$ cat config.mk
export PLATFORM = sky130hd
export DESIGN_NAME = sccs_clock_control
export DESIGN_NICKNAME = d
export VERILOG_FILES = /design/src/hdl/sccs_pkg.sv /design/src/hdl/sccs_clk_if.sv /design/src/hdl/sccs_clk_mux.sv /design/src/hdl/sccs_clock_control.sv
export SDC_FILE = /design/constraint.sdc
export NUM_CORES = 1
export LEC_CHECK = 0
export CAP_MARGIN = 5
export CORE_MARGIN = 5
export CORE_UTILIZATION = 40
export CTS_CLUSTER_SIZE = 30
export DETAILED_ROUTE_END_ITERATION = 10
export DONT_BUFFER_PORTS = 1
export HOLD_SLACK_MARGIN = 0.05
export MAX_ROUTING_LAYER = met4
export PLACE_DENSITY_LB_ADDON = 0.25
export SETUP_SLACK_MARGIN = 0.3
export SLEW_MARGIN = 20
export SYNTH_ARGS = -nofsm -noshare
export SYNTH_HDL_FRONTEND = slang
export SYNTH_SLANG_ARGS = --single-unit
$ cat constraint.sdc
create_clock -name ref_clk -period 2.6 [get_ports ref_clk]
set_clock_uncertainty 0.15 [all_clocks]
set_input_delay 0.13 -clock ref_clk [delete_from_list [all_inputs] [get_ports ref_clk]]
set_output_delay 0.13 -clock ref_clk [all_outputs]
set_load 0.005 [all_outputs]
$ cat src/hdl/sccs_pkg.sv
// Shared constants and types for the system clock select block
package sccs_pkg;

  // ---------------------------------------------------------------
  // Register offsets
  // ---------------------------------------------------------------
  localparam logic [7:0] ADDR_CLK_SELECT = 8'h32;
  localparam logic [7:0] ADDR_OSC_CTRL = 8'h33;
  localparam logic [7:0] ADDR_REVISION = 8'h34;

  // ---------------------------------------------------------------
  // Reset values and field positions
  // ---------------------------------------------------------------
  localparam logic [2:0] CLK_SELECT_RST = 3'h0;
  localparam logic [7:0] OSC_CTRL_RST = 8'h06;
  localparam int OSC_FORCE_ON_BIT = 2;
  localparam int OSC_POWER_BIT = 1;
  localparam int OSC_PIN_BIT = 0;
  localparam logic [7:0] UNMAPPED_READ = 8'h00;

  // ---------------------------------------------------------------
  // Clock sources
  // ---------------------------------------------------------------
  typedef enum logic [2:0] {
    SRC_DIV1 = 3'b000,
    SRC_DIV2 = 3'b001,
    SRC_DIV4 = 3'b010,
    SRC_DIV8 = 3'b011,
    SRC_EXT  = 3'b100,
    SRC_RTC  = 3'b101
  } sccs_src_t;

  // Terminal counts of the oscillator divider, per half period
  localparam logic [2:0] DIV1_LIMIT = 3'h0;
  localparam logic [2:0] DIV2_LIMIT = 3'h1;
  localparam logic [2:0] DIV4_LIMIT = 3'h3;
  localparam logic [2:0] DIV8_LIMIT = 3'h7;

endpackage

$ cat src/hdl/sccs_clk_if.sv
// Signals between the register side and the clock multiplexer
interface sccs_clk_if;
  import sccs_pkg::*;
  logic oscOut;
  sccs_src_t desired;
  logic extLvl;
  logic rtcLvl;
  logic sysClk;
  sccs_src_t active;

  modport ctl (
    output oscOut,
    output desired,
    output extLvl,
    output rtcLvl,
    input sysClk,
    input active
  );

  modport mux (
    input oscOut,
    input desired,
    input extLvl,
    input rtcLvl,
    output sysClk,
    output active
  );
endinterface

$ cat src/hdl/sccs_clk_mux.sv
// Oscillator divider and glitch-free system clock source multiplexer
module sccs_clk_mux (
  input wire logic ref_clk,
  input wire logic arst_n,
  sccs_clk_if.mux cif
);
  import sccs_pkg::*;

  typedef struct packed {
    logic [2:0] cnt;
    logic divLvl;
    sccs_src_t active;
    logic sysClk;
  } sccs_mux_state_t;

  sccs_mux_state_t s;
  sccs_mux_state_t next_s;

  // ---------------------------------------------------------------
  // Helpers
  // ---------------------------------------------------------------
  function automatic logic [2:0] divLimit(input sccs_src_t src);
    case (src)
      SRC_DIV2: divLimit = DIV2_LIMIT;
      SRC_DIV4: divLimit = DIV4_LIMIT;
      SRC_DIV8: divLimit = DIV8_LIMIT;
      default: divLimit = DIV1_LIMIT;
    endcase
  endfunction

  function automatic logic srcLevel(input sccs_src_t src, input logic dl,
                                    input logic ext, input logic rtc);
    case (src)
      SRC_EXT: srcLevel = ext;
      SRC_RTC: srcLevel = rtc;
      default: srcLevel = dl;
    endcase
  endfunction

  // ---------------------------------------------------------------
  // Next state
  // ---------------------------------------------------------------
  always_comb begin
    next_s = s;
    // Gated oscillator parks the divider low so a later switch is clean
    if (!cif.oscOut) begin
      next_s.cnt = 3'h0;
      next_s.divLvl = 1'b0;
    end else if (s.cnt >= divLimit(s.active)) begin
      next_s.cnt = 3'h0;
      next_s.divLvl = ~s.divLvl;
    end else begin
      next_s.cnt = 3'(s.cnt + 3'h1);
    end
    // Hand over only while both old and new sources sit low: no runts
    if (s.active != cif.desired && !s.sysClk &&
        !srcLevel(cif.desired, s.divLvl, cif.extLvl, cif.rtcLvl)) begin
      next_s.active = cif.desired;
    end
    next_s.sysClk = srcLevel(next_s.active, next_s.divLvl, cif.extLvl,
                             cif.rtcLvl);
  end

  always_ff @(posedge ref_clk or negedge arst_n) begin
    if (!arst_n) begin
      s <= '{cnt: 3'h0, divLvl: 1'b0, active: SRC_DIV1, sysClk: 1'b0};
    end else begin
      s <= next_s;
    end
  end

  assign cif.sysClk = s.sysClk;
  assign cif.active = s.active;
endmodule

$ cat src/hdl/sccs_clock_control.sv
// System clock source select, oscillator control and revision registers
// ---------------------------------------------------------------
// Overview of operation
// ---------------------------------------------------------------
// Overview of operation
// - Any reset selects the undivided internal oscillator as clock.
// - The 3-bit select picks osc/1,/2,/4,/8, the clock pin or the RTC.
// - The override input forces the clock pin regardless of select.
// - Unused upper bits of both registers read zero and ignore writes.
// - Force-on keeps the oscillator on while power is enabled; clear without pin control gates only its output.
// - Power enable low removes oscillator power altogether.
// - With pin control and no force-on, pin rise stops, fall restarts.
// - An 8-bit revision register resets to the silicon revision and is overwritten by writes.
module sccs_clock_control #(
  parameter logic [7:0] REVISION_ID = 8'hA5 // Arbitrary value
) (
  input wire logic ref_clk,
  input wire logic arst_n,
  input wire logic [7:0] regAddr,
  input wire logic regWrEn,
  input wire logic [7:0] regWrData,
  input wire logic regRdEn,
  output logic [7:0] regRdData,
  input wire logic extClkPin,
  input wire logic rtcOscPin,
  input wire logic externalClockOverride,
  output logic sysClk,
  output sccs_pkg::sccs_src_t activeSource,
  output logic oscPowerOn,
  output logic oscRunning,
  output logic oscClkOut
);
  import sccs_pkg::*;

  typedef struct packed {
    logic [2:0] clock_source_select_reg;
    logic oscForceOn;
    logic oscPowerEnable;
    logic oscPinControlEnable;
    logic [7:0] revision;
    logic extMeta;
    logic extSync;
    logic extPrev;
    logic rtcMeta;
    logic rtcSync;
    logic pinOff;
    logic [7:0] rdData;
    logic powerOn;
    logic running;
    logic clkOut;
  } sccs_ctl_state_t;

  sccs_ctl_state_t s;
  sccs_ctl_state_t next_s;
  sccs_clk_if cif ();

  // ---------------------------------------------------------------
  // Register read decode
  // ---------------------------------------------------------------
  function automatic logic [7:0] readReg(input logic [7:0] addr,
                                         input sccs_ctl_state_t st);
    if (addr == ADDR_CLK_SELECT) begin
      readReg = {5'h00, st.clock_source_select_reg};
    end else if (addr == ADDR_OSC_CTRL) begin
      readReg = {5'h00, st.oscForceOn, st.oscPowerEnable,
                 st.oscPinControlEnable};
    end else if (addr == ADDR_REVISION) begin
      readReg = st.revision;
    end else begin
      readReg = UNMAPPED_READ;
    end
  endfunction

  // ---------------------------------------------------------------
  // Next state
  // ---------------------------------------------------------------
  always_comb begin
    next_s = s;
    next_s.extMeta = extClkPin;
    next_s.extSync = s.extMeta;
    next_s.extPrev = s.extSync;
    next_s.rtcMeta = rtcOscPin;
    next_s.rtcSync = s.rtcMeta;

    if (regWrEn) begin
      if (regAddr == ADDR_CLK_SELECT) begin
        // Reserved codes are dropped so the running source stays put
        if (regWrData[2:0] <= SRC_RTC) begin
          next_s.clock_source_select_reg = regWrData[2:0];
        end
      end else if (regAddr == ADDR_OSC_CTRL) begin
        next_s.oscForceOn = regWrData[OSC_FORCE_ON_BIT];
        next_s.oscPowerEnable = regWrData[OSC_POWER_BIT];
        next_s.oscPinControlEnable = regWrData[OSC_PIN_BIT];
      end else if (regAddr == ADDR_REVISION) begin
        next_s.revision = regWrData;
      end
    end

    if (regRdEn) begin
      next_s.rdData = readReg(regAddr, s);
    end

    // Pin gating only acts while force-on is clear
    if (!(s.oscPinControlEnable && !s.oscForceOn)) begin
      next_s.pinOff = 1'b0;
    end else if (s.extSync && !s.extPrev) begin
      next_s.pinOff = 1'b1;
    end else if (!s.extSync && s.extPrev) begin
      next_s.pinOff = 1'b0;
    end

    next_s.powerOn = next_s.oscPowerEnable;
    next_s.running = next_s.oscPowerEnable &&
      !(next_s.oscPinControlEnable && !next_s.oscForceOn &&
        next_s.pinOff);
    // Without force-on or pin control the output is gated, osc stays up
    next_s.clkOut = next_s.running &&
      (next_s.oscForceOn || next_s.oscPinControlEnable);
  end

  always_ff @(posedge ref_clk or negedge arst_n) begin
    if (!arst_n) begin
      s <= '{
        clock_source_select_reg: CLK_SELECT_RST,
        oscForceOn: OSC_CTRL_RST[OSC_FORCE_ON_BIT],
        oscPowerEnable: OSC_CTRL_RST[OSC_POWER_BIT],
        oscPinControlEnable: OSC_CTRL_RST[OSC_PIN_BIT],
        revision: REVISION_ID,
        extMeta: 1'b0,
        extSync: 1'b0,
        extPrev: 1'b0,
        rtcMeta: 1'b0,
        rtcSync: 1'b0,
        pinOff: 1'b0,
        rdData: 8'h00,
        powerOn: OSC_CTRL_RST[OSC_POWER_BIT],
        running: OSC_CTRL_RST[OSC_POWER_BIT],
        clkOut: OSC_CTRL_RST[OSC_POWER_BIT]
      };
    end else begin
      s <= next_s;
    end
  end

  // ---------------------------------------------------------------
  // Clock multiplexer
  // ---------------------------------------------------------------
  assign cif.oscOut = s.clkOut;
  assign cif.desired = externalClockOverride ? SRC_EXT :
                       sccs_src_t'(s.clock_source_select_reg);
  assign cif.extLvl = s.extSync;
  assign cif.rtcLvl = s.rtcSync;

  sccs_clk_mux u_mux (
    .ref_clk(ref_clk),
    .arst_n(arst_n),
    .cif(cif)
  );

  assign regRdData = s.rdData;
  assign sysClk = cif.sysClk;
  assign activeSource = cif.active;
  assign oscPowerOn = s.powerOn;
  assign oscRunning = s.running;
  assign oscClkOut = s.clkOut;
endmodule

; After elaboration in Yosys (flattened, before gate mapping)
; Index checks and enable logic that the tools add are counted.
[totals]
register_bits = 38
input_bits = 23
out_inout_bits = 15
[op_classes]
n_eq_ne = 11
muxes = 20
n_addsub = 1
bitwise_logic = 3
magnitude_cmp = 2
reduce_logical = 19
[op_table]
columns = operator, n
row1 = $mux W8, 5
row2 = $eq A8 B6 Y1 const B, 3
row3 = $mux W11, 2
row4 = $mux W3, 5
row5 = $eq A3 B3 Y1 const B, 4
row6 = $logic_and A1 B1 Y1, 9
row7 = $pmux W3 S3, 1
row8 = $logic_not A1 Y1, 7
row9 = $eq A3 B2 Y1 const B, 2
row10 = $mux W1, 4
row11 = $mux W4, 1
row12 = $pmux W1 S2, 2
row13 = $reduce_and A4 Y1, 1
row14 = $add A3 B1 Y3 const B, 1
row15 = $eq A3 B1 Y1 const B, 1
row16 = $ge A3 B3 Y1, 1
row17 = $le A3 B3 Y1 const B, 1
row18 = $ne A3 B3 Y1, 1
row19 = $not A1 Y1, 3
row20 = $reduce_and A3 Y1, 1
row21 = $logic_or A1 B1 Y1, 1

; Depth between registers and ports, before layout
[depth]
ltp_word = 11
mapped_depth = 10
mapped_depth_nobuf = 9

; Modules after synthesis
; From an unflattened synthesis, not the netlist that was laid out.
[unflattened]
hier_cells = 157
area_unflattened_um2 = 1859.3
[modules_own_cells]
columns = module, seq_area_each_um2, cells_per_inst, area_per_inst_um2, instances
row1 = sccs_clock_control, 760.7, 99, 1320.0, 1
row2 = sccs_clk_mux, 200.2, 58, 539.3, 1

; Worst setup path before layout
; Ideal clock, no wire load.
[synth_path]
kind = flip-flop to flip-flop
startpoint = register u_mux.s, in the netlist u_mux.cif.active[1]
endpoint = register u_mux.s, in the netlist u_mux.cif.sysClk
slack_ps = 633
n_path_buf = 1
required_ps = 2371
t_arrival_ps = 1738
path_stages_with_launch = 11
path_cell_list = dfrtp_1 clkbuf_2 nor2_1 nor2_1 ha_1 nand2b_1 a21o_1 a21oi_1 xnor2_1 nand2_1 mux2i_1
[synth_rtl]
columns = element, line
row1 = "start, declared", sccs_clk_mux.sv:16  ; sccs_mux_state_t s;
row2 = "start signal, assigned", sccs_clk_mux.sv:66  ; s <= '{cnt: 3'h0, divLvl: 1'b0, active: SRC_DIV1, sysClk: 1'b0};
row3 = "start signal, assigned", sccs_clk_mux.sv:68  ; s <= next_s;

==> results by group <==
CTS
  • CTS Buffer Depth: 2
  • Clk_lat worst skew: 0.29 ns
  • # Post-CTS Setup Buffers: 0
  • Root Buffer: clkbuf_8
  • Total CTS buffers: 5
  • Post-cts resize count: 0
  • Hold buffers post-CTS: 17
  • CTS sink count: 38
  • H-tree depth: 2
  • Clk pin slew, worst setup/hold paths: 0.08 ns
  • CTS tree: built

Placed design
  • Pre-CTS WS: 0.514 ns
  • Placer Congestion: 0.797
  • Count of input and output buffers: 0
  • Dpl hpwl: 2.52 mm

STA
  • Setup_tns: 0 ns
  • Final slew viol count: 0
  • Slew @ Worst Pin: 0.479 ns
  • Final hold vios: 0
  • Max Fclk: 477 MHz
  • RSZ-0062 raised after global routing: false
  • Rel. slew slack: 67.9%
  • Period minus WS final: 2.09 ns
  • Final setup vio count: 0
  • Final period util: 80.6%
  • Setup ws final: 0.505 ns

Power and ir drop
  • Worst vdd ir: 0.245 mV
  • Sequential fraction of design power: 53.2%
  • PwrDens: 615 nW/um^2
  • Sw frac: 26.8%
  • Pint: 0.923 mW
  • Combinational share of power: 13.1%
  • Switching power: 0.338 mW
  • Leak Pwr: 0.898 nW
  • Clock share of power: 33.7%

Global routing
  • GR Overflow Total: 0
  • First-pass GRT wire length: 6.49 mm
  • Largest net degree at the start of global routing: 39
  • Vias in the first global route: 1323
  • Total GRT Usage: 13.9%
  • Antenna violations before repair: 0

Synthesis
  • Synth Area in Simple Gates: 14.5%
  • Synth top area share: 41.2%
  • Synth Flop Type: dfrtp_1
  • Mapped Nets: 197
  • Most frequent cell after synthesis: dfrtp_1
  • Synth Area in Adders: 3.30%
  • Avg Inst Size Synth: 10.7 sq um
  • Largest family of logic cells by synthesized area: simple AND/OR/NAND/NOR gates
  • Top cells by count, synth: dfrtp_1, nand2_1, inv_1, nor2_1
  • EDFF count, synth: 0
  • Fraction of registers with async set or reset after synthesis: 100%
  • Mux cell area share after synthesis: 9.00%
  • Area leader, netlist: dfrtp_1
  • FF+latch count, synth: 38
  • Synth warn: 0
  • Compound-Gate Fraction of Synth Area: 9.55%
  • Post-Synthesis Cells: 170
  • Synth top area cells: dfrtp_1, dfstp_2, mux2_2, buf_4, nand2_1
  • Syn Std Cell Area: 1820 sq um
  • Sequential area share after synthesis: 52.7%
  • XOR/XNOR Fraction of Synth Area: 1.92%
  • Synth unique cells: 40

Setup path
  • CP delay by family, top: simple AND/OR/NAND/NOR gates
  • CP bufs+invs: 0
  • Critical Path Most Common Cell: mux2i_1
  • CP startpoint kind: register
  • Critical path arrival: 2.16 ns
  • Critical Path Max Stage Delay: 0.51 ns
  • Setup crit start: s[28]
  • Worst path slowest cell: dfrtp_1
  • CP Max Fanout: 8
  • Crit path cell chain: nor2_1 > o21ai_0 > a31oi_1 > or3_1 > mux2i_1 > mux2i_1
  • Critical Path RT: 2.67 ns
  • CP Capture Type: register
  • WS Path Type: reg2reg
  • Worst reg2reg startpoint: s[28]

Routing
  • WL/cell: 15.6 microns
  • DRC Markers: 0
  • Number of vias per cell: 5.21
  • 1st-pass router iterations: 4
  • Total Wirelength: 3.60 mm
  • Antenna-violating nets left: 0
  • Vias: 1203
  • Initial DRC count: 75

Final layout
  • Nets@finish: 205
  • Syn-to-layout area delta: 12.6%
  • Share of layout cells above drive strength 1: 16.2%
  • Filler Cell Count: 423
  • Antenna Cells: 0

Floorplanning
  • Die ar.: 6000 sq um
  • Initial core utilization: 41.6%
  • Core area: 4380 sq um
  • Die Wd: 77.5 microns
  • Row cnt: 24
  • Die Span Y: 77.5 microns
  • # IOs: 38

Hold path
  • Hold path startpoint: regAddr[0]
  • Hold Crit Class: in2reg

Flow run
  • Max Cap Viol: 0

Run status
  • Outcome: complete, no violations
==> flip-flops by register name, indices dropped and copies added (netlist names), 2 cells and up <==
signal / flops
regRdData: 8
u_mux.s: 4
next_s: 2
u_mux.cif.active: 3
s: 15
==> tightest hold or removal path, stage by stage <==
cell,delay [ns]
nand3b_1,0.06
nor3_1,0.08
nand2_1,0.09
a41oi_1,0.10
==> path summary, 6_finish.rpt <==
kind / end / slack [ns] / cells after the start
setup / recovery: u_mux.cif.sysClk / 0.51 / 6
min in group asynchronous: regRdData[7] / 0.16 / 2
hold reg to reg: cif.rtcLvl / 0.20 / 0
setup reg to reg: u_mux.cif.sysClk / 0.51 / 6
max in group asynchronous: oscRunning / 1.89 / 2
hold / removal: regRdData[1] / 0.06 / 4
==> power by group through the flow <==
| stage | Combinational, mW | Clock (mW) | Sequential, mW |
|---|---|---|---|
| 4_1_cts | 0.165 | 0.439 | 0.672 |
| 6_report | 0.165 | 0.424 | 0.671 |
| 2_1_floorplan | 0.147 | 0 | 0.666 |
| 5_1_grt | 0.184 | 0.468 | 0.679 |
| 3_5_place_dp | 0.124 | 0 | 0.683 |
| 3_3_place_gp | 0.121 | 0 | 0.682 |
==> cell type report <==
class	instances	area, sq um	share of cell area (%)
repair buffers	17	180	8.79
multi-input cells	102	697	34.0
well taps	52	65.1	3.17
flip-flops and latches	38	961	46.9
inverters	14	52.6	2.56
clock buffers	6	82.6	4.03
clock inverters	2	12.5	0.610
==> stage by stage <==
stage	total power [mW]	hold WS (ns)	instances	cell area, sq um	util [%]
4_1_cts	1.28	0.0561	231	2050	46.8
2_1_floorplan	0.813	-0.316	170	1820	-
3_5_place_dp	0.807	-0.314	206	1780	40.5
6_report	1.26	0.0569	231	2050	46.8
3_3_place_gp	0.803	-0.314	206	1780	40.5
5_1_grt	1.33	0.0992	231	2050	46.8
==> routing by layer <==
layer | routed length, microns | vias to the layer above | track usage [%]
met4 | 42 | 0 | 5.15
met5 | 0 | - | -
met1 | 1650 | 580 | 17.3
li1 | - | 591 | -
met2 | 1670 | 27 | 20.8
met3 | 232 | 5 | 4.86
==> cells in the final DEF, fill, tap and decap left out, types with 2 or more instances in the layout <==
cell	Yosys	routed
a31oi_1	2	2
and3b_1	2	2
nand2_1	15	15
ha_1	4	4
xnor2_1	4	4
o21ai_0	8	8
mux2_2	11	11
nor2_1	14	14
clkbuf_8	0	6
nor3_1	3	3
a41oi_1	2	2
dfstp_2	8	8
o22a_1	2	2
a21oi_1	4	4
nor2b_1	2	2
mux2i_1	4	4
dlygate4sd3_1	0	16
inv_1	14	14
nand2b_1	2	2
dfrtp_1	30	30
nand3b_1	2	2
nand3_1	6	6
==> kinds of logic (layout without fill, tap and decap cells) <==
logic type,count (synthesis),in the layout
AOI/OAI and AO/OA,25,25
xor gates and xnor gates,4,4
adders and majority gates,5,5
buffers and inverters,30,39
DFF,38,38
muxes,15,15
and+or+nand+nor,53,53
No activity file was read; power rests on OpenSTA's default activity.
